## src/rtl/csd_pkg.sv

```systemverilog
// Constants for the clock source and debug clock output block.
// Assumes a 32-bit AXI4-Lite register bus and a single clock domain.
package csd_pkg;

   // ==========================================================
   // Register indices and byte addresses (address = 4 * index)
   localparam int          IDX_DBG_CFG     = 32'h0000_1C00;
   localparam int          IDX_CPU_ST3     = 32'h0000_1C01;
   localparam int          IDX_CLK_STATUS  = 32'h0000_1C02;
   localparam int          IDX_USB_CTRL    = 32'h0000_1C03;
   localparam int          IDX_SLEW        = 32'h0000_1C16;
   localparam int          IDX_PULL_INH2   = 32'h0000_1C18;
   localparam int          AW              = 16;
   localparam logic [15:0] ADDR_DBG_CFG    = 16'(IDX_DBG_CFG * 4);
   localparam logic [15:0] ADDR_CPU_ST3    = 16'(IDX_CPU_ST3 * 4);
   localparam logic [15:0] ADDR_CLK_STATUS = 16'(IDX_CLK_STATUS * 4);
   localparam logic [15:0] ADDR_USB_CTRL   = 16'(IDX_USB_CTRL * 4);
   localparam logic [15:0] ADDR_SLEW       = 16'(IDX_SLEW * 4);
   localparam logic [15:0] ADDR_PULL_INH2  = 16'(IDX_PULL_INH2 * 4);

   // ==========================================================
   // Field positions
   localparam int          SRC_LSB         = 0;
   localparam int          SRC_W           = 2;
   localparam int          NUM_SRC         = 4;
   localparam int          DBG_OFF_BIT     = 2;
   localparam int          SLEW_BIT        = 0;
   localparam int          EXT_PD_INH_BIT  = 0;
   localparam int          USB_OSC_BIT     = 0;
   localparam int          USB_LDO_BIT     = 1;
   localparam int          ST_SEL_BIT      = 0;
   localparam int          ST_OSC_BIT      = 1;
   localparam int          ST_LDO_BIT      = 2;
   localparam int          ST_BOOT_LSB     = 3;
   localparam int          BOOT_W          = 3;

   // ==========================================================
   // Reset values and responses
   localparam logic [15:0] RST_DBG_CFG     = 16'h0000;
   localparam logic [15:0] RST_CPU_ST3     = 16'h0000;
   localparam logic [15:0] RST_SLEW        = 16'h0000;
   localparam logic [15:0] RST_PULL_INH2   = 16'h0001;
   localparam logic [1:0]  RESP_OKAY       = 2'h0;
   localparam logic [1:0]  RESP_SLVERR     = 2'h2;

   // ==========================================================
   // Debug clock pin driver states
   typedef enum logic [1:0] {
      PIN_DRIVE = 2'h1,
      PIN_HIZ   = 2'h2
   } csd_pin_state_t;

endpackage : csd_pkg

```

## src/rtl/csd_debug_clock_pin_if.sv

```systemverilog
// Carrier from the register logic to the debug clock pin driver.
// Assumes both ends run on the same clock.
`timescale 1ns/1ps
interface csd_dbg_if;
   logic [1:0] source_sel;
   logic       drive_en;
   logic       slow_slew;

   modport ctrl (output source_sel, output drive_en, output slow_slew);
   modport pin  (input source_sel, input drive_en, input slow_slew);
endinterface : csd_dbg_if

```

## src/rtl/csd_debug_clock_pin_drv.sv

```systemverilog
// Debug clock pin driver: source mux, output enable and pulldown.
// Assumes the generator clocks arrive synchronous to aclk.
`timescale 1ns/1ps
module csd_dbg_drv (
   // Clock and reset
   input  wire logic       aclk,
   input  wire logic       aresetn,
   // Control from the register logic
   csd_dbg_if.pin          cfg,
   // Internal clock-generator taps
   input  wire logic [3:0] gen_clocks,
   // Pin
   output logic            pin_out,
   output logic            pin_oe_n,
   output logic            pin_pulldown_en,
   output logic            pin_slow_slew
);

   typedef struct packed {
      csd_pkg::csd_pin_state_t st;
      logic                    out;
      logic                    slew;
   } csd_drv_state_t;

   csd_drv_state_t s;
   csd_drv_state_t next_s;
   logic [3:0]     hit;

   // ==========================================================
   // Source selection
   genvar i;
   generate
      for (i = 0; i < csd_pkg::NUM_SRC; i++) begin : g_src
         assign hit[i] = (cfg.source_sel == 2'(i)) && gen_clocks[i];
      end
   endgenerate

   // ==========================================================
   // State update
   always_comb begin
      next_s      = s;
      next_s.out  = |hit;
      next_s.slew = cfg.slow_slew;
      case (s.st)
         csd_pkg::PIN_DRIVE: begin
            if (!cfg.drive_en) next_s.st = csd_pkg::PIN_HIZ;
         end
         csd_pkg::PIN_HIZ: begin
            if (cfg.drive_en) next_s.st = csd_pkg::PIN_DRIVE;
         end
         default: next_s.st = csd_pkg::PIN_DRIVE;
      endcase
      if (!aresetn) begin
         next_s.st   = csd_pkg::PIN_DRIVE;
         next_s.out  = 1'b0;
         next_s.slew = 1'b0;
      end
   end

   always_ff @(posedge aclk) begin
      s <= next_s;
   end

   // The pulldown is the complement of the driver so the pad never floats.
   assign pin_out         = s.out;
   assign pin_oe_n        = (s.st != csd_pkg::PIN_DRIVE);
   assign pin_pulldown_en = (s.st != csd_pkg::PIN_DRIVE);
   assign pin_slow_slew   = s.slew;

endmodule : csd_dbg_drv

```

## src/rtl/csd_clock_ctrl.sv

```systemverilog
// Clock source selection and debug clock output control, top level.
// Assumes an AXI4-Lite master on aclk and a board strap held static.
`timescale 1ns/1ps

module csd_clock_ctrl (
   // Clock and reset
   input  wire logic        aclk,
   input  wire logic        aresetn,
   // AXI4-Lite write address
   input  wire logic        awvalid,
   output logic             awready,
   input  wire logic [15:0] awaddr,
   input  wire logic [2:0]  awprot,
   // AXI4-Lite write data
   input  wire logic        wvalid,
   output logic             wready,
   input  wire logic [31:0] wdata,
   input  wire logic [3:0]  wstrb,
   // AXI4-Lite write response
   output logic             bvalid,
   input  wire logic        bready,
   output logic [1:0]       bresp,
   // AXI4-Lite read address
   input  wire logic        arvalid,
   output logic             arready,
   input  wire logic [15:0] araddr,
   input  wire logic [2:0]  arprot,
   // AXI4-Lite read data
   output logic             rvalid,
   input  wire logic        rready,
   output logic [31:0]      rdata,
   output logic [1:0]       rresp,
   // Straps
   input  wire logic        clock_select_pin,
   input  wire logic [2:0]  boot_freq_code,
   // Clock generator
   input  wire logic [3:0]  gen_clocks,
   output logic             sys_clock_from_ext,
   output logic             ext_clock_gate_en,
   output logic             ext_clock_pulldown_en,
   output logic             usb_oscillator_enable,
   output logic             usb_regulator_enable,
   output logic [2:0]       boot_assumed_freq,
   // Debug clock pin
   output logic             debug_clock_pin_out,
   output logic             debug_clock_pin_oe_n,
   output logic             debug_clock_pin_pulldown_en,
   output logic             debug_clock_pin_slow_slew
);

   typedef struct packed {
      logic        strap_sel;
      logic [2:0]  boot_code;
      logic [15:0] dbg_cfg;
      logic [15:0] cpu_st3;
      logic [15:0] slew;
      logic [15:0] pull_inh2;
      logic        osc_en;
      logic        ldo_en;
      logic        aw_hold;
      logic [15:0] aw_addr;
      logic        w_hold;
      logic [31:0] w_data;
      logic [3:0]  w_strb;
      logic        b_valid;
      logic [1:0]  b_resp;
      logic        r_valid;
      logic [31:0] r_data;
      logic [1:0]  r_resp;
   } csd_ctrl_state_t;

   csd_ctrl_state_t s;
   csd_ctrl_state_t next_s;
   logic [31:0]     rd_word;
   logic            rd_hit;
   logic [15:0]     status_word;

   csd_dbg_if       dbg_ctl ();

   // ==========================================================
   // Byte-lane merge for the 16-bit registers
   function automatic logic [15:0] merge16(input logic [15:0] old,
                                           input logic [31:0] data,
                                           input logic [3:0]  strb);
      logic [15:0] res;
      res = old;
      if (strb[0]) res[7:0] = data[7:0];
      if (strb[1]) res[15:8] = data[15:8];
      return res;
   endfunction : merge16

   // ==========================================================
   // Read decode
   always_comb begin
      status_word                                            = 16'h0000;
      status_word[csd_pkg::ST_SEL_BIT]                       = s.strap_sel;
      status_word[csd_pkg::ST_OSC_BIT]                       = s.osc_en;
      status_word[csd_pkg::ST_LDO_BIT]                       = s.ldo_en;
      status_word[csd_pkg::ST_BOOT_LSB +: csd_pkg::BOOT_W]   = s.boot_code;
      rd_hit  = 1'b1;
      rd_word = 32'h0000_0000;
      case (araddr)
         csd_pkg::ADDR_DBG_CFG:    rd_word[15:0] = s.dbg_cfg;
         csd_pkg::ADDR_CPU_ST3:    rd_word[15:0] = s.cpu_st3;
         csd_pkg::ADDR_CLK_STATUS: rd_word[15:0] = status_word;
         csd_pkg::ADDR_USB_CTRL: begin
            rd_word[csd_pkg::USB_OSC_BIT] = s.osc_en;
            rd_word[csd_pkg::USB_LDO_BIT] = s.ldo_en;
         end
         csd_pkg::ADDR_SLEW:       rd_word[15:0] = s.slew;
         csd_pkg::ADDR_PULL_INH2:  rd_word[15:0] = s.pull_inh2;
         default:                  rd_hit = 1'b0;
      endcase
   end

   // ==========================================================
   // Next state
   always_comb begin
      next_s = s;
      if (s.b_valid && bready) next_s.b_valid = 1'b0;
      if (s.r_valid && rready) next_s.r_valid = 1'b0;
      if (awvalid && awready) begin
         next_s.aw_hold = 1'b1;
         next_s.aw_addr = awaddr;
      end
      if (wvalid && wready) begin
         next_s.w_hold = 1'b1;
         next_s.w_data = wdata;
         next_s.w_strb = wstrb;
      end
      // A write is carried out once address and data have both been taken.
      if (s.aw_hold && s.w_hold && !s.b_valid) begin
         next_s.aw_hold = 1'b0;
         next_s.w_hold  = 1'b0;
         next_s.b_valid = 1'b1;
         next_s.b_resp  = csd_pkg::RESP_OKAY;
         case (s.aw_addr)
            csd_pkg::ADDR_DBG_CFG:
               next_s.dbg_cfg = merge16(s.dbg_cfg, s.w_data, s.w_strb);
            csd_pkg::ADDR_CPU_ST3:
               next_s.cpu_st3 = merge16(s.cpu_st3, s.w_data, s.w_strb);
            csd_pkg::ADDR_CLK_STATUS: ;
            csd_pkg::ADDR_USB_CTRL: begin
               if (s.w_strb[0]) begin
                  next_s.osc_en = s.w_data[csd_pkg::USB_OSC_BIT];
                  next_s.ldo_en = s.w_data[csd_pkg::USB_LDO_BIT];
               end
            end
            csd_pkg::ADDR_SLEW:
               next_s.slew = merge16(s.slew, s.w_data, s.w_strb);
            csd_pkg::ADDR_PULL_INH2:
               next_s.pull_inh2 = merge16(s.pull_inh2, s.w_data, s.w_strb);
            default: next_s.b_resp = csd_pkg::RESP_SLVERR;
         endcase
      end
      if (arvalid && arready) begin
         next_s.r_valid = 1'b1;
         next_s.r_data  = rd_word;
         next_s.r_resp  = rd_hit ? csd_pkg::RESP_OKAY : csd_pkg::RESP_SLVERR;
      end
      // With the oscillator strap selected, the USB supply must never drop.
      if (!s.strap_sel) begin
         next_s.osc_en = 1'b1;
         next_s.ldo_en = 1'b1;
      end
      if (!aresetn) begin
         next_s           = '0;
         next_s.dbg_cfg   = csd_pkg::RST_DBG_CFG;
         next_s.cpu_st3   = csd_pkg::RST_CPU_ST3;
         next_s.slew      = csd_pkg::RST_SLEW;
         next_s.pull_inh2 = csd_pkg::RST_PULL_INH2;
         next_s.strap_sel = clock_select_pin;
         next_s.boot_code = boot_freq_code;
         next_s.osc_en    = !clock_select_pin;
         next_s.ldo_en    = !clock_select_pin;
      end
   end

   always_ff @(posedge aclk) begin
      s <= next_s;
   end

   // ==========================================================
   // Bus handshakes
   assign awready = !s.aw_hold && !s.b_valid;
   assign wready  = !s.w_hold && !s.b_valid;
   assign bvalid  = s.b_valid;
   assign bresp   = s.b_resp;
   assign arready = !s.r_valid;
   assign rvalid  = s.r_valid;
   assign rdata   = s.r_data;
   assign rresp   = s.r_resp;

   // ==========================================================
   // Clock source outputs
   // The strap copy only changes under reset, so a board that misbehaves
   // cannot swap the system clock mid-run.
   assign sys_clock_from_ext    = s.strap_sel;
   assign ext_clock_gate_en     = s.strap_sel;
   assign ext_clock_pulldown_en = !s.pull_inh2[csd_pkg::EXT_PD_INH_BIT];
   assign usb_oscillator_enable = s.osc_en;
   assign usb_regulator_enable  = s.ldo_en;
   assign boot_assumed_freq     = s.boot_code;

   // ==========================================================
   // Debug clock pin
   assign dbg_ctl.source_sel = s.dbg_cfg[csd_pkg::SRC_LSB +: csd_pkg::SRC_W];
   assign dbg_ctl.drive_en   = !s.cpu_st3[csd_pkg::DBG_OFF_BIT];
   assign dbg_ctl.slow_slew  = s.slew[csd_pkg::SLEW_BIT];

   csd_dbg_drv u_drv (
      .aclk            (aclk),
      .aresetn         (aresetn),
      .cfg             (dbg_ctl),
      .gen_clocks      (gen_clocks),
      .pin_out         (debug_clock_pin_out),
      .pin_oe_n        (debug_clock_pin_oe_n),
      .pin_pulldown_en (debug_clock_pin_pulldown_en),
      .pin_slow_slew   (debug_clock_pin_slow_slew)
   );

endmodule : csd_clock_ctrl

```

## config.mk

```make
export PLATFORM = sky130hd
export DESIGN_NAME = csd_clock_ctrl
export DESIGN_NICKNAME = d
export VERILOG_FILES = /design/src/rtl/csd_pkg.sv /design/src/rtl/csd_debug_clock_pin_if.sv /design/src/rtl/csd_debug_clock_pin_drv.sv /design/src/rtl/csd_clock_ctrl.sv
export SDC_FILE = /design/constraint.sdc
export NUM_CORES = 1
export LEC_CHECK = 0
export BUFFER_PORTS_ARGS = -buffer_cell sky130_fd_sc_hd__buf_2
export CAP_MARGIN = 20
export CORE_MARGIN = 2
export CORE_UTILIZATION = 40
export CTS_CLUSTER_DIAMETER = 50
export DETAILED_ROUTE_END_ITERATION = 7
export PLACE_DENSITY = 0.68
export SLEW_MARGIN = 0
export SYNTH_ARGS = -nofsm -noshare
export SYNTH_HDL_FRONTEND = slang
export SYNTH_SLANG_ARGS = --single-unit
```

## constraint.sdc

```tcl
create_clock -name aclk -period 3.8 [get_ports aclk]
set_input_delay 0.57 -clock aclk [delete_from_list [all_inputs] [get_ports aclk]]
set_output_delay 0.57 -clock aclk [all_outputs]
set_load 0.005 [all_outputs]
```

Yosys cells after proc, flatten, opt, wreduce, memory -nomap -nowiden
Cells that the tools add are included.
{ "word_totals": {"word_cells": 105, "reg_bits": 150, "in_bits": 89, "output_inout_bits": 53} }
{ "op_classes": {"muxes": 20, "n_bitwise": 1, "n_eq_ne": 23, "n_reduce_logical": 36} }
{ "op_table": {"columns": ["operator", "n"], "rows": [
  ["equality test 16 x 15 -> 1 bit (second input constant)", 12],
  ["2-to-1 mux 94 bit", 1],
  ["case mux 14 bit (5 select lines)", 1],
  ["2-to-1 mux 37 bit", 1],
  ["2-to-1 mux 35 bit", 1],
  ["AND reduction 3 bit", 9],
  ["2-to-1 mux 17 bit", 1],
  ["2-to-1 mux 2 bit", 7],
  ["logical AND 1 bit", 13],
  ["case mux 2 bit (6 select lines)", 1],
  ["OR reduction 6 bit", 2],
  ["equality test 2 bit (second input constant)", 3],
  ["zero test 1 bit", 6],
  ["2-to-1 mux 3 bit", 2],
  ["inequality test 3 x 2 -> 1 bit (second input constant)", 2],
  ["equality test 2 x 1 -> 1 bit (second input constant)", 2],
  ["2-to-1 mux 1 bit", 4],
  ["inequality test 2 bit (second input constant)", 2],
  ["case mux 2 bit (2 select lines)", 1],
  ["nonzero test 2 bit", 2],
  ["OR reduction 4 bit", 1],
  ["inequality test 3 bit (second input constant)", 1],
  ["zero test 2 bit", 1],
  ["inequality test 2 x 1 -> 1 bit (second input constant)", 1],
  ["other kinds (3)", 3]
]} }

Depth between registers and ports, before layout
{ "depth": {"depth_word": 7, "ltp_mapped": 7, "depth_no_buf": 4} }

Cells and area by module
A second synthesis with hierarchy kept.
{ "hier_totals": {"hier_cells": 623, "hier_area_um2": 5659.2} }
{ "by_module_without_submodules": {"columns": ["module", "area_per_inst_um2", "seq_area_each_um2", "instances", "cells_each"], "rows": [
  ["csd_clock_ctrl", 5505.3, 2582.5, 1, 611],
  ["csd_dbg_drv", 153.9, 80.1, 1, 12]
]} }

Least setup slack after synthesis
OpenSTA, ideal clock, no wires.
{ "synth_path": {"kind": "input port to flip-flop", "from": "in araddr[2]", "to": "reg s, in the netlist rdata[2]", "t_required_ps": 3726, "setup_time_ps": 74, "path_buffers": 1, "setup_slack_ps": 1488, "cell_stages": 5, "arrival_time_ps": 2238, "cell_sequence": "buf_2 or4_1 or4_1 or2_2 a31oi_1"} }
{ "synth_via": {"elab_chain_cells": 2, "word_cells_on_any_way": 6, "classes_between": "eq/ne: 5; mux: 1"} }
{ "synth_rtl": {"columns": ["item", "line_no", "text"], "rows": [
  ["start, declared", "csd_clock_ctrl.sv:26", "input wire logic [15:0] araddr,"],
  ["equality test 16 x 15 -> 1 bit", "csd_clock_ctrl.sv:102", "case (araddr)"],
  ["case mux 14 bit (5 select lines) (*)", "csd_clock_ctrl.sv:102", null],
  ["end signal, assigned", "csd_clock_ctrl.sv:180", "s <= next_s;"],
  ["end, declared", "csd_clock_ctrl.sv:72", "csd_ctrl_state_t s;"]
]} }
Every way passes the cells marked *; elsewhere a longest branch is shown, timed or not.
A chain may end at the register's enable or synchronous reset.

Worst setup path after layout
{ "layout_path": {"from": "reg s[75] (netlist bit)", "to": "reg s[146] (netlist bit)"} }
{ "layout_via": {"elab_chain_cells": 2} }
{ "layout_rtl": {"columns": ["item", "line_no", "text"], "rows": [
  ["equality test 16 x 15 -> 1 bit", "csd_clock_ctrl.sv:137", "case (s.aw_addr)"],
  ["AND reduction 3 bit (no line)", null, null]
]} }
No other way between the ends.

==> out/metrics.cfg <==
[layout]
n_antenna_cell = 0
final_util = 0.472
nNetsFinal = 790
area_growth_pct = 16.9
layout-drive-gt1-share = 0.239
fill_cells = 1363
fin_cells = 898

[critical_path]
worst_setup_path_end_kind = flip-flop
cp_data_arrival_time_ns = 2.57
reg2reg_to = s[146]
critical_path.startpoint_type = flip-flop
reg2reg_depth = 4
reg2reg_slack_ns = 1.51
path_class = flip-flop to flip-flop
critPathMaxFanout = 8
critPathRequiredTime_ns = 4.08
worst_r2r_startpoint = s[75]

[synthesis]
synth-seq-area-share = 0.459
synthDistinctLibCells = 50
syn_avg_cell_area_um2 = 9.18
synth_ff_type = dfxtp_1
netlist_area_mm2 = 0.00580
syn_inst = 632
synth_edf_count = 6
yosys_warnings = 0
synth-seq-cells = 130
synthArstFlopShare = 0

[detailed_routing]
routedWlPerCell_um = 14.6
wirelength_um = 13100
initialDrtViolationCount = 182
vias = 4441
viasPerCell = 4.95
drc = 0
ant_nets = 0
firstDrtPassIters = 4

[global_routing]
antenna_found_initial = 0
grt_max_degree = 57
grt-ovfl-total = 0
grt.total_usage = 0.171
grt_pass1_wl_um = 21400
grt_pass1_vias = 4234

[clock_network]
post_cts_buffers = 0
clk_path_buf_depth = 2
clk_latency_ns = 0.41
cts-resized-gates = 0
clkSlewWorstSetupHoldPaths_ns = 0.05
cts_tree = yes
hold_buffers = 0
cts-root-buf = clkbuf_16
clock-sinks = 130
h-tree-depth = 4
cts_buffers = 17

[placed_design]
place_inst = 866
place.gp.congestion = 0.741
hpwlAfterDp_um = 8900
io_buffers = 99

[sta]
slew_viol_final = 0
setup_viol = 0
max_slew_margin = 0.474
clock.fmax_mhz = 437
tightestPinTransition_ns = 0.788
rsz0062_at_grt = no
hold_violations = 0
clock_skew_ns = 0.00952
min_period_ns = 2.29
fin_tns_setup_ns = 0
post-route-period-util = 0.602

[min_path]
hold_class = primary input to flip-flop
min_from = boot_freq_code[2]
holdPathEnd = boot_assumed_freq[2]
hold_depth = 1

[floorplanning]
die_y_um = 124
rows = 44
boundaryPins = 142
coreArea_mm2 = 0.0144
start_util = 0.404
die_x_um = 124
die_area_mm2 = 0.0155

[pwr]
leakage_nw = 3.01
vdd_ir_drop_max_v = 0.000271
powerDensity_mw_per_mm2 = 498

[run_status]
status = finished, final reports clean

[flow_run]
drv_cap = 0

==> through the flow <==
step / total power [mW] / setup WS (ns) / area [µm²] / hold slack [ns]
global placement: 1.70 / 1.15 / 6160 / 0.434
floorplan: 1.64 / 1.49 / 5860 / 0.426
global route: 3.49 / 1.43 / 6780 / 0.313
detailed placement: 1.70 / 1.14 / 6160 / 0.440
finish: 3.37 / 1.51 / 6780 / 0.337
CTS: 3.40 / 1.53 / 6780 / 0.317
==> placed cells by master (no fill, tap or decap), types with 8 or more instances in the layout <==
cell	Yosys	final
mux2_2	10	10
mux2i_1	68	68
a22oi_1	10	10
buf_4	41	9
buf_2	3	99
o21ai_0	18	18
conb_1	1	18
nand3_1	8	8
a22o_1	16	16
nor2_1	13	13
nand2_1	165	165
clkbuf_16	0	17
a21oi_1	43	43
dfxtp_1	124	124
==> routing by layer <==
metal,part of all wire,up-vias,GRT usage
met4,0.014,0,0.0582
met1,0.48,2047,0.226
met5,0,-,0
li1,-,2263,-
met2,0.46,117,0.264
met3,0.053,14,0.0571
==> worst max-delay path by stage <==
stage,start,endpoint,cells past startpoint
after global placement,araddr[2],rdata[3],5
after global routing,s[75],s[113],4
after detailed placement,araddr[2],rdata[3],5
after CTS,s[75],s[146],4
final,s[75],s[146],4
after floorplan,araddr[2],rdata[2],5
==> critical path, cell delays in order (launching register included) <==
cell and delay, ns:
dfxtp_1 0.30, or4_2 0.79, nor4_4 0.43, nand3_2 0.42, mux2i_1 0.22
==> state kept, by name (all words and copies together) (netlist names) <==
register and count:
rresp 1, bvalid 1, u_drv.pin_out 1, s 97
usb_oscillator_enable 1, ext_clock_gate_en 1, rvalid 1, usb_regulator_enable 1
u_drv.s 2, boot_assumed_freq 3, dbg_ctl.source_sel 2, u_drv.pin_slow_slew 1
dbg_ctl.slow_slew 1, rdata 16, bresp 1
==> final cells by class <==
class                   instances  area [µm²]  share of cell area
flip-flops and latches        130        2660               0.393
well taps                     184         230              0.0340
inverters                       8        30.0             0.00443
clock inverters                10         156              0.0231
repair buffers                108         563              0.0831
clock buffers                  22         464              0.0685
multi-input cells             436        2670               0.394
==> cell families after synthesis <==
kind of cell | share of synthesized area
other cells | 0.000647
mux | 0.148
xor+xnor | 0.00151
compound gates | 0.108
simple gates | 0.190
flops | 0.459
buf+inv | 0.0921
==> power breakdown <==
group | total, mW | internal, mW | switching (mW)
Clock | 1.70 | 1.13 | 0.573
Combinational | 0.226 | 0.0858 | 0.140
Sequential | 1.45 | 1.42 | 0.0294
==> Yosys cell counts (7+ instances only) <==
master | instances | area [µm²]
a22o_1 | 16 | 140
a21oi_1 | 43 | 215
nand3_1 | 8 | 40.0
inv_1 | 7 | 26.3
nor2_1 | 13 | 48.8
o21ai_0 | 18 | 90.1
buf_4 | 41 | 308
mux2i_1 | 68 | 681
a31oi_1 | 7 | 43.8
clkbuf_1 | 23 | 86.3
dfxtp_1 | 124 | 2480
nand2_1 | 165 | 619
a22oi_1 | 10 | 75.1
mux2_2 | 10 | 113
Power figures use the tool's default switching activity.
